## src/inc/alarm_wake_pkg.sv

```systemverilog
`default_nettype none

package alarm_wake_pkg;

    localparam int ADDR_W = 12;
    localparam int DATA_W = 16;
    localparam int WAKE_SRC_W = 15;
    localparam int ALARM_SRC_W = 3;
    localparam int IRQ_W = 3;

    typedef logic [ADDR_W-1:0] addr_t;
    typedef logic [DATA_W-1:0] data_t;

    localparam addr_t ALARM_ENABLE_UPPER_OFS = 12'h403;
    localparam addr_t ALARM_REASON_UPPER_OFS = 12'h405;
    localparam addr_t WAKE_ENABLE_LOWER_OFS = 12'h408;
    localparam addr_t WAKE_REASON_LOWER_OFS = 12'h40A;
    localparam addr_t IRQ_STATUS_OFS = 12'h4F0;
    localparam addr_t IRQ_MASK_OFS = 12'h4F1;
    localparam addr_t SLEEP_CTRL_OFS = 12'h4F2;
    localparam addr_t EVENT_LEVEL_OFS = 12'h4F3;

    // alarm reason and alarm enable layout
    localparam int BAL_PROT_BIT = 8;
    localparam int ABS_UNDER_BIT = 1;
    localparam int ABS_OVER_BIT = 0;

    // wake enable and wake reason layout
    localparam int CHAIN_FRAME_BIT = 15;
    localparam int LINK_REASON_BIT = 15;
    localparam int FAULT_BIT = 14;
    localparam int BAL_DONE_BIT = 13;
    localparam int WAKE_PIN_BIT = 12;
    localparam int ALARM_PIN_BIT = 11;
    localparam int ANALOG_HI_BIT = 10;
    localparam int ANALOG_LO_BIT = 3;
    localparam int CELL_UV_HI_BIT = 2;
    localparam int CELL_UV_LO_BIT = 1;
    localparam int CELL_OV_BIT = 0;

    localparam int SLEEP_REQ_BIT = 0;
    localparam int IRQ_ALARM_BIT = 0;
    localparam int IRQ_WAKE_BIT = 1;
    localparam int IRQ_FRAME_BIT = 2;

    localparam data_t WAKE_ENABLE_RESET = 16'h0000;
    localparam logic [IRQ_W-1:0] IRQ_MASK_RESET = 3'h0;
    localparam data_t READ_IDLE = 16'h0000;

    typedef struct packed {
        addr_t addr;
        data_t wdata;
        logic wr;
        logic rd;
    } bus_req_s;

    typedef struct packed {
        logic balance_protection_event;
        logic absolute_input_under_event;
        logic absolute_input_over_event;
    } alarm_events_s;

    localparam alarm_events_s ALARM_ENABLE_RESET = 3'h0;

    typedef struct packed {
        logic system_fault_event;
        logic balancing_done_event;
        logic wake_pin_event;
        logic alarm_pin_event;
        logic analog3_under_event;
        logic analog3_over_event;
        logic analog2_under_event;
        logic analog2_over_event;
        logic analog1_under_event;
        logic analog1_over_event;
        logic analog0_under_event;
        logic analog0_over_event;
        logic cell_under_second_event;
        logic cell_under_first_event;
        logic cell_over_event;
    } wake_events_s;

    typedef enum logic {
        ST_AWAKE,
        ST_ASLEEP
    } power_state_e;

    function automatic logic reg_hit(addr_t addr, addr_t ofs);
        return addr == ofs;
    endfunction

    function automatic data_t alarm_word(alarm_events_s v);
        data_t w;
        w = READ_IDLE;
        w[BAL_PROT_BIT] = v.balance_protection_event;
        w[ABS_UNDER_BIT] = v.absolute_input_under_event;
        w[ABS_OVER_BIT] = v.absolute_input_over_event;
        return w;
    endfunction

    function automatic alarm_events_s alarm_bits(data_t w);
        alarm_events_s v;
        v.balance_protection_event = w[BAL_PROT_BIT];
        v.absolute_input_under_event = w[ABS_UNDER_BIT];
        v.absolute_input_over_event = w[ABS_OVER_BIT];
        return v;
    endfunction

endpackage

`default_nettype wire

```

## src/rtl/sticky_flags.sv

```systemverilog
`timescale 1ns/1ps
`default_nettype none

module sticky_flags #(
    parameter int W = 1
) (
    input wire logic core_clk,
    input wire logic arst_n,
    input wire logic [W-1:0] set,
    input wire logic clear,
    output logic [W-1:0] flags_q
);

    logic [W-1:0] flags_d;

    // an event in the clearing cycle survives the read
    assign flags_d = (flags_q & ~{W{clear}}) | set;

    always_ff @(posedge core_clk or negedge arst_n) begin
        if (!arst_n) begin
            flags_q <= '0;
        end else begin
            flags_q <= flags_d;
        end
    end

endmodule

`default_nettype wire

```

## src/rtl/event_edge.sv

```systemverilog
`timescale 1ns/1ps
`default_nettype none

module event_edge #(
    parameter int W = 1
) (
    input wire logic core_clk,
    input wire logic arst_n,
    input wire logic [W-1:0] level,
    output logic [W-1:0] rise
);

    logic [W-1:0] level_q;

    // detectors hold their level; only a fresh assertion counts
    assign rise = level & ~level_q;

    always_ff @(posedge core_clk or negedge arst_n) begin
        if (!arst_n) begin
            level_q <= '0;
        end else begin
            level_q <= level;
        end
    end

endmodule

`default_nettype wire

```

## src/rtl/alarm_wake_ctrl.sv

```systemverilog
// Behaviour
// balancing protection alarm latches reason bit 8
// absolute input undervoltage alarm latches bit 1
// absolute input overvoltage alarm latches bit 0
// reserved reason bits read zero, ignore writes
// bit 15 sends chain frame unless link
// bit 14 lets system fault wake
// bit 13 lets balancing done wake
// bit 12 wakes on pin, enables receiver
// bit 11 lets alarm pin wake
// bits 10 to 3 enable analog threshold wakes
// bits 2 and 1 enable cell undervoltage wakes
// bit 0 enables cell overvoltage wake
// alarm enable gates each reason latch
// link wake kept in read-clear flag
// set beats read clear in same cycle
// only enabled events or link activity end sleep
//
// Design decision made here: the address-and-strobe port.

`timescale 1ns/1ps
`default_nettype none

module alarm_wake_ctrl (
    input wire logic core_clk,
    input wire logic arst_n,
    input wire alarm_wake_pkg::bus_req_s bus_req,
    output var alarm_wake_pkg::data_t rdata_q,
    input wire alarm_wake_pkg::alarm_events_s alarm_events,
    input wire alarm_wake_pkg::wake_events_s wake_events,
    input wire logic link_activity_wake,
    output logic alarm_out_q,
    output logic awake_q,
    output logic chain_wake_frame_q,
    output logic wake_rx_enable_q,
    output logic irq_q
);

    import alarm_wake_pkg::*;

    ////////////////////////////////////////////////////////////////////////
    // register decode

    logic hit_alarm_enable;
    logic hit_alarm_reason;
    logic hit_wake_enable;
    logic hit_wake_reason;
    logic hit_irq_status;
    logic hit_irq_mask;
    logic hit_sleep_ctrl;
    logic hit_event_level;

    assign hit_alarm_enable = reg_hit(bus_req.addr, ALARM_ENABLE_UPPER_OFS);
    assign hit_alarm_reason = reg_hit(bus_req.addr, ALARM_REASON_UPPER_OFS);
    assign hit_wake_enable = reg_hit(bus_req.addr, WAKE_ENABLE_LOWER_OFS);
    assign hit_wake_reason = reg_hit(bus_req.addr, WAKE_REASON_LOWER_OFS);
    assign hit_irq_status = reg_hit(bus_req.addr, IRQ_STATUS_OFS);
    assign hit_irq_mask = reg_hit(bus_req.addr, IRQ_MASK_OFS);
    assign hit_sleep_ctrl = reg_hit(bus_req.addr, SLEEP_CTRL_OFS);
    assign hit_event_level = reg_hit(bus_req.addr, EVENT_LEVEL_OFS);

    logic wr_alarm_enable;
    logic wr_wake_enable;
    logic wr_irq_mask;
    logic wr_sleep_ctrl;
    logic rd_alarm_reason;
    logic rd_wake_reason;
    logic rd_irq_status;

    // writes to the reason and status registers have no effect
    assign wr_alarm_enable = bus_req.wr & hit_alarm_enable;
    assign wr_wake_enable = bus_req.wr & hit_wake_enable;
    assign wr_irq_mask = bus_req.wr & hit_irq_mask;
    assign wr_sleep_ctrl = bus_req.wr & hit_sleep_ctrl;
    assign rd_alarm_reason = bus_req.rd & hit_alarm_reason;
    assign rd_wake_reason = bus_req.rd & hit_wake_reason;
    assign rd_irq_status = bus_req.rd & hit_irq_status;

    ////////////////////////////////////////////////////////////////////////
    // event edges

    // a level already high when reset lifts counts as a fresh rise
    logic [ALARM_SRC_W+WAKE_SRC_W-1:0] ev_rise;
    alarm_events_s alarm_rise;
    logic [WAKE_SRC_W-1:0] wake_rise;

    event_edge #(
        .W(ALARM_SRC_W + WAKE_SRC_W)
    ) u_event_edge (
        .core_clk(core_clk),
        .arst_n(arst_n),
        .level({alarm_events, wake_events}),
        .rise(ev_rise)
    );

    assign alarm_rise = ev_rise[ALARM_SRC_W+WAKE_SRC_W-1:WAKE_SRC_W];
    assign wake_rise = ev_rise[WAKE_SRC_W-1:0];

    ////////////////////////////////////////////////////////////////////////
    // alarm enable and alarm reason

    alarm_events_s alarm_en_q;
    alarm_events_s alarm_en_d;
    alarm_events_s alarm_set;
    alarm_events_s alarm_reason;

    assign alarm_en_d = wr_alarm_enable ? alarm_bits(bus_req.wdata)
                                        : alarm_en_q;

    always_ff @(posedge core_clk or negedge arst_n) begin
        if (!arst_n) begin
            alarm_en_q <= ALARM_ENABLE_RESET;
        end else begin
            alarm_en_q <= alarm_en_d;
        end
    end

    // a source that is not enabled for the alarm never latches a reason
    assign alarm_set.balance_protection_event =
        alarm_rise.balance_protection_event &
        alarm_en_q.balance_protection_event;
    assign alarm_set.absolute_input_under_event =
        alarm_rise.absolute_input_under_event &
        alarm_en_q.absolute_input_under_event;
    assign alarm_set.absolute_input_over_event =
        alarm_rise.absolute_input_over_event &
        alarm_en_q.absolute_input_over_event;

    sticky_flags #(
        .W(ALARM_SRC_W)
    ) u_alarm_reason (
        .core_clk(core_clk),
        .arst_n(arst_n),
        .set(alarm_set),
        .clear(rd_alarm_reason),
        .flags_q(alarm_reason)
    );

    ////////////////////////////////////////////////////////////////////////
    // wake source enable

    data_t wake_enable_q;
    data_t wake_enable_d;
    logic [WAKE_SRC_W-1:0] wake_en;
    logic [WAKE_SRC_W-1:0] wake_hits;

    assign wake_enable_d = wr_wake_enable ? bus_req.wdata : wake_enable_q;
    // bit 15 is stored beside the sources but never wakes by itself
    assign wake_en = wake_enable_q[WAKE_SRC_W-1:0];

    always_ff @(posedge core_clk or negedge arst_n) begin
        if (!arst_n) begin
            wake_enable_q <= WAKE_ENABLE_RESET;
        end else begin
            wake_enable_q <= wake_enable_d;
        end
    end

    assign wake_hits[FAULT_BIT] =
        wake_rise[FAULT_BIT] & wake_en[FAULT_BIT];
    assign wake_hits[BAL_DONE_BIT] =
        wake_rise[BAL_DONE_BIT] & wake_en[BAL_DONE_BIT];
    assign wake_hits[WAKE_PIN_BIT] =
        wake_rise[WAKE_PIN_BIT] & wake_en[WAKE_PIN_BIT];
    assign wake_hits[ALARM_PIN_BIT] =
        wake_rise[ALARM_PIN_BIT] & wake_en[ALARM_PIN_BIT];
    assign wake_hits[ANALOG_HI_BIT:ANALOG_LO_BIT] =
        wake_rise[ANALOG_HI_BIT:ANALOG_LO_BIT] &
        wake_en[ANALOG_HI_BIT:ANALOG_LO_BIT];
    assign wake_hits[CELL_UV_HI_BIT:CELL_UV_LO_BIT] =
        wake_rise[CELL_UV_HI_BIT:CELL_UV_LO_BIT] &
        wake_en[CELL_UV_HI_BIT:CELL_UV_LO_BIT];
    assign wake_hits[CELL_OV_BIT] =
        wake_rise[CELL_OV_BIT] & wake_en[CELL_OV_BIT];

    ////////////////////////////////////////////////////////////////////////
    // sleep and wake sequencing

    power_state_e state_q;
    power_state_e state_d;
    logic sleep_req;
    logic wake_now;
    logic waking;
    logic frame_d;
    logic asleep;

    // a sleep request while asleep changes nothing
    assign sleep_req = wr_sleep_ctrl & bus_req.wdata[SLEEP_REQ_BIT];
    // link activity always wakes; other sources only when enabled
    assign wake_now = (|wake_hits) | link_activity_wake;
    assign asleep = state_q == ST_ASLEEP;
    assign waking = asleep & wake_now;

    always_comb begin
        state_d = state_q;
        case (state_q)
            ST_AWAKE: begin
                if (sleep_req) begin
                    state_d = ST_ASLEEP;
                end
            end
            ST_ASLEEP: begin
                if (wake_now) begin
                    state_d = ST_AWAKE;
                end
            end
            default: begin
                state_d = ST_AWAKE;
            end
        endcase
    end

    always_ff @(posedge core_clk or negedge arst_n) begin
        if (!arst_n) begin
            state_q <= ST_AWAKE;
        end else begin
            state_q <= state_d;
        end
    end

    // no frame when the chain itself woke us: the others are awake already
    assign frame_d = waking & wake_enable_q[CHAIN_FRAME_BIT] &
                     ~link_activity_wake;

    ////////////////////////////////////////////////////////////////////////
    // wake reason

    data_t wake_reason_set;
    data_t wake_reason;

    // causes are recorded only on the edge that ends sleep
    assign wake_reason_set[LINK_REASON_BIT] =
        waking & link_activity_wake;
    assign wake_reason_set[WAKE_SRC_W-1:0] =
        wake_hits & {WAKE_SRC_W{waking}};

    sticky_flags #(
        .W(DATA_W)
    ) u_wake_reason (
        .core_clk(core_clk),
        .arst_n(arst_n),
        .set(wake_reason_set),
        .clear(rd_wake_reason),
        .flags_q(wake_reason)
    );

    ////////////////////////////////////////////////////////////////////////
    // interrupt status and mask

    logic [IRQ_W-1:0] irq_set;
    logic [IRQ_W-1:0] irq_status;
    logic [IRQ_W-1:0] irq_mask_q;
    logic [IRQ_W-1:0] irq_mask_d;

    // alarm latches, wake-ups and frames are kept apart for software
    assign irq_set[IRQ_ALARM_BIT] = |alarm_set;
    assign irq_set[IRQ_WAKE_BIT] = waking;
    assign irq_set[IRQ_FRAME_BIT] = frame_d;

    sticky_flags #(
        .W(IRQ_W)
    ) u_irq_status (
        .core_clk(core_clk),
        .arst_n(arst_n),
        .set(irq_set),
        .clear(rd_irq_status),
        .flags_q(irq_status)
    );

    assign irq_mask_d = wr_irq_mask ? bus_req.wdata[IRQ_W-1:0] : irq_mask_q;

    always_ff @(posedge core_clk or negedge arst_n) begin
        if (!arst_n) begin
            irq_mask_q <= IRQ_MASK_RESET;
        end else begin
            irq_mask_q <= irq_mask_d;
        end
    end

    ////////////////////////////////////////////////////////////////////////
    // read data

    data_t rdata_d;
    data_t rd_sel;

    // reserved reason bits are never stored, so they read as zero
    assign rd_sel =
        ({DATA_W{hit_alarm_enable}} & alarm_word(alarm_en_q)) |
        ({DATA_W{hit_alarm_reason}} & alarm_word(alarm_reason)) |
        ({DATA_W{hit_wake_enable}} & wake_enable_q) |
        ({DATA_W{hit_wake_reason}} & wake_reason) |
        ({DATA_W{hit_irq_status}} & data_t'(irq_status)) |
        ({DATA_W{hit_irq_mask}} & data_t'(irq_mask_q)) |
        ({DATA_W{hit_sleep_ctrl}} & data_t'(asleep)) |
        ({DATA_W{hit_event_level}} & data_t'(wake_events));

    // data stand for one cycle only; unmapped reads return zero
    // a clearing read returns the flags as they stood before the clear
    assign rdata_d = bus_req.rd ? rd_sel : READ_IDLE;

    always_ff @(posedge core_clk or negedge arst_n) begin
        if (!arst_n) begin
            rdata_q <= READ_IDLE;
        end else begin
            rdata_q <= rdata_d;
        end
    end

    ////////////////////////////////////////////////////////////////////////
    // registered outputs

    logic alarm_out_d;
    logic irq_d;

    // re-registered so no pin sees decode glitches, at one cycle's cost
    assign alarm_out_d = |alarm_reason;
    assign irq_d = |(irq_status & irq_mask_q);

    always_ff @(posedge core_clk or negedge arst_n) begin
        if (!arst_n) begin
            alarm_out_q <= 1'b0;
            irq_q <= 1'b0;
        end else begin
            alarm_out_q <= alarm_out_d;
            irq_q <= irq_d;
        end
    end

    always_ff @(posedge core_clk or negedge arst_n) begin
        if (!arst_n) begin
            awake_q <= 1'b1;
            chain_wake_frame_q <= 1'b0;
            wake_rx_enable_q <= 1'b0;
        end else begin
            awake_q <= state_d == ST_AWAKE;
            chain_wake_frame_q <= frame_d;
            wake_rx_enable_q <= wake_enable_d[WAKE_PIN_BIT];
        end
    end

endmodule

`default_nettype wire

```

## config.mk

```make
export PLATFORM = sky130hd
export DESIGN_NAME = alarm_wake_ctrl
export DESIGN_NICKNAME = d
export VERILOG_FILES = /design/src/inc/alarm_wake_pkg.sv /design/src/rtl/sticky_flags.sv /design/src/rtl/event_edge.sv /design/src/rtl/alarm_wake_ctrl.sv
export SDC_FILE = /design/constraint.sdc
export NUM_CORES = 1
export LEC_CHECK = 0
export ABC_AREA = 1
export BUFFER_PORTS_ARGS = -buffer_cell sky130_fd_sc_hd__buf_2
export CAP_MARGIN = 5
export CELL_PAD_IN_SITES_DETAIL_PLACEMENT = 1
export CELL_PAD_IN_SITES_GLOBAL_PLACEMENT = 1
export CORE_UTILIZATION = 41
export DETAILED_ROUTE_END_ITERATION = 10
export GPL_TIMING_DRIVEN = 0
export HOLD_SLACK_MARGIN = 0.08
export MAX_ROUTING_LAYER = met4
export PLACE_DENSITY = 0.85
export SLEW_MARGIN = 20
export SYNTH_ARGS = -nofsm -noshare
export SYNTH_HDL_FRONTEND = slang
export SYNTH_SLANG_ARGS = --single-unit
export TNS_END_PERCENT = 10
```

## constraint.sdc

```tcl
create_clock -name core_clk -period 1.5 [get_ports core_clk]
set_input_delay 0.15 -clock core_clk [delete_from_list [all_inputs] [get_ports core_clk]]
set_output_delay 0.15 -clock core_clk [all_outputs]
set_load 0.005 [all_outputs]
```

==> flow_summary.ini <==
[sta]
setup_slack_ps = -50.7
fmax_mhz = 645
slew_violations = 0
tightest_slew_ps = 702
rsz0062_at_grt = yes
post-route-min-period_ps = 1550
setup_viol = 7
hold_ws_ps = 75.1
hold_violations = 0
fin_crit_sh_pct = 103
relSlewSlack_pct = 53.2
skew_ps = 16.6

[cts]
htree_levels = 3
cts_tree = yes
clock_sinks = 83
clkLatencyLatePin_ps = 380
cts_root_buf = clkbuf_8
path_clk_slew_ps = 100
cts_buffers = 9
cts_buffer_depth = 2

[logic_synthesis]
synth_nets = 487
ys_seq_area_share_pct = 55.8
yosys_warnings = 0
synth_edf_count = 0
yosysUniqueCellTypes = 29
async_flop_share_pct = 100
postSynthCellCount = 436
synth_area_per_cell_um2 = 8.54
synth-seq-cells = 83
synth_area_mm2 = 0.00372
synthFlopType = dfrtp_1

[critical_path]
crit_buf_inv = 2
cp.arrival_ps = 1800
crit_required_ps = 1750
cpMostUsedCell = nand2_1
start_kind = flip-flop
worstPathCellList = inv_2 -> nor2_1 -> nand2_1 -> nand4_1 -> nor2_2 -> nand2_4 -> buf_8 -> nand3_1 -> nand2_1
end_kind = flip-flop
cp_max_fo = 10
cp_slowest_cell = dfrtp_1
critPathTopFamily = simple AND/OR/NAND/NOR gates
critPathKind = reg -> reg
cpPeakStageDelay_ps = 410

[detailed_routing]
wl_um = 12900
num_vias = 3626
first_pass_iters = 5
viasPerCell = 5.40
drc = 0
drtIter0Drc = 218
drtAntennaViolNets = 0
wl_per_cell_um = 19.1

[power_and_ir_drop]
p_seq_share_pct = 50.4
p_total_mw = 4.69
p_leak_nw = 2.70
p_clk_share_pct = 40.4
vdd_drop_max_v = 0.000539
pwr-share-comb_pct = 9.1
p_sw_share_pct = 25.6
internal_power_mw = 3.49
p_sw_mw = 1.20
powerDensity_mw_per_mm2 = 960

[outcome]
violations = setup timing
status = finished with violations

[finish]
layout_commonest_cell = nand2_1
antenna_cells = 0
drive_above_1_share_pct = 24.5
final_cell_mix = nand2_1, dfrtp_1, buf_2, nand3_1, inv_1
area.growth.synth_to_final_pct = 31.3
post-route-util_pct = 55.8
num-nets-final = 610
instances_no_fill = 672

[global_route]
antenna_found_initial = 0
grt_start_max_net_pins = 48
grt_pass1_wl_um = 20300
grt_pass1_vias = 3874
track_usage_pct = 29.0
grt-ovfl-total = 0

[placement]
dp_hpwl_um = 7800
gp_congestion = 0.908
placed_cells = 615
portBuffers = 70

[floorplanning]
fp.dieW_um = 97.3
core_mm2 = 0.00876
pin_count = 72
dieArea_mm2 = 0.00947
start_util_pct = 42.5
rows = 34
die_h_um = 97.3

[hold_path]
hold_path_class = in -> reg

[job]
drv_cap = 0
final timing paths:
kind,from,to,slack (ps),depth (start not counted)
max in group asynchronous,arst_n,awake_q,560,3
min in group asynchronous,arst_n,u_event_edge.level_q[7],280,2
min reg2reg,u_wake_reason.flags_q[4],u_wake_reason.flags_q[4],490,2
min,bus_req[3],wake_enable_q[1],80,3
max reg2reg,wake_enable_q[2],u_wake_reason.flags_q[9],-50,9
max,wake_enable_q[2],u_wake_reason.flags_q[9],-50,9
worst register-to-register path, stage by stage, from the launching register on:
cell	delay, ps
dfrtp_1	410
inv_2	80
nor2_1	60
nand2_1	90
nand4_1	140
nor2_2	190
nand2_4	120
buf_8	160
nand3_1	90
nand2_1	80
cell families after synthesis:
group | share of synthesized area (%)
compound gates | 5.48
buf+inv | 7.42
simple gates | 31.3
flops | 55.8
area by class of cell:
class / instances / area (um^2)
repair buffers: 112 / 776
inverters: 49 / 189
clock inverters: 5 / 85.1
plain buffers: 12 / 96.3
fillers: 1053 / 3870
flip-flops and latches: 83 / 2080
multi-input cells: 292 / 1390
well taps: 108 / 135
clock buffers: 11 / 141
sequential cells by signal (all words and copies together), names as in the netlist, 3 cells and up:
register and flops:
u_irq_status.flags_q 3, alarm_en_q 3, irq_mask_q 3, rdata_q 16
u_wake_reason.flags_q 16, u_alarm_reason.flags_q 3, u_event_edge.level_q 18, wake_enable_q 15
layer usage:
metal  GRT usage (%)  vias up  share of wire, %
met5               -        -                 0
met4            12.7        0               3.6
met3            4.24       43               4.6
met2            48.2      152                50
met1            35.4     1807                42
li1                -     1624                 -
synthesized netlist by cell type, types with 2 or more instances:
master	count	share of area, %
a21oi_1	2	0.27
a21oi_2	5	1.2
a31oi_1	6	1.0
buf_4	3	0.60
buf_6	4	1.2
clkbuf_1	4	0.40
dfrtp_1	82	55
inv_1	47	4.7
nand2_1	145	15
nand2_2	4	0.67
nand2_4	3	0.91
nand3_1	48	6.4
nand3b_1	7	1.4
nand4_1	5	0.84
nor2_1	37	3.7
nor2_2	4	0.67
nor3_1	3	0.40
o211ai_1	2	0.40
o21ai_0	11	1.5
o21ai_2	4	0.94
or2_2	2	0.34
through the flow:
| stage | setup WS, ps | setup TNS [ps] | area [um^2] |
|---|---|---|---|
| finish | -50.7 | -178 | 4890 |
| global route | -85.7 | -944 | 4890 |
| CTS | 17.1 | 0 | 4820 |
| detailed placement | -48.2 | -332 | 4240 |
| global placement | -365 | -29330 | 4210 |
| floorplan | 267 | 0 | 3720 |
power by group through the flow:
| stage | clock [mW] | combinational, mW | sequential (mW) |
|---|---|---|---|
| after CTS | 1.88 | 0.401 | 2.36 |
| after floorplan | 0 | 0.132 | 2.39 |
| after global placement | 0 | 0.296 | 2.40 |
| after global routing | 2.01 | 0.469 | 2.37 |
| final | 1.90 | 0.429 | 2.37 |
| after detailed placement | 0 | 0.323 | 2.40 |
repair_timing:
item / 4_1_cts / 5_1_grt
pin swaps: 1 / 5
buffers inserted: 2 / 5
resized for setup: 2 / 11
endpoints found under the hold margin: 71 / 1
hold buffers: 33 / 1
endpoints found under the setup margin: 11 / 18
Note: power is estimated with default switching activity, not from simulation.
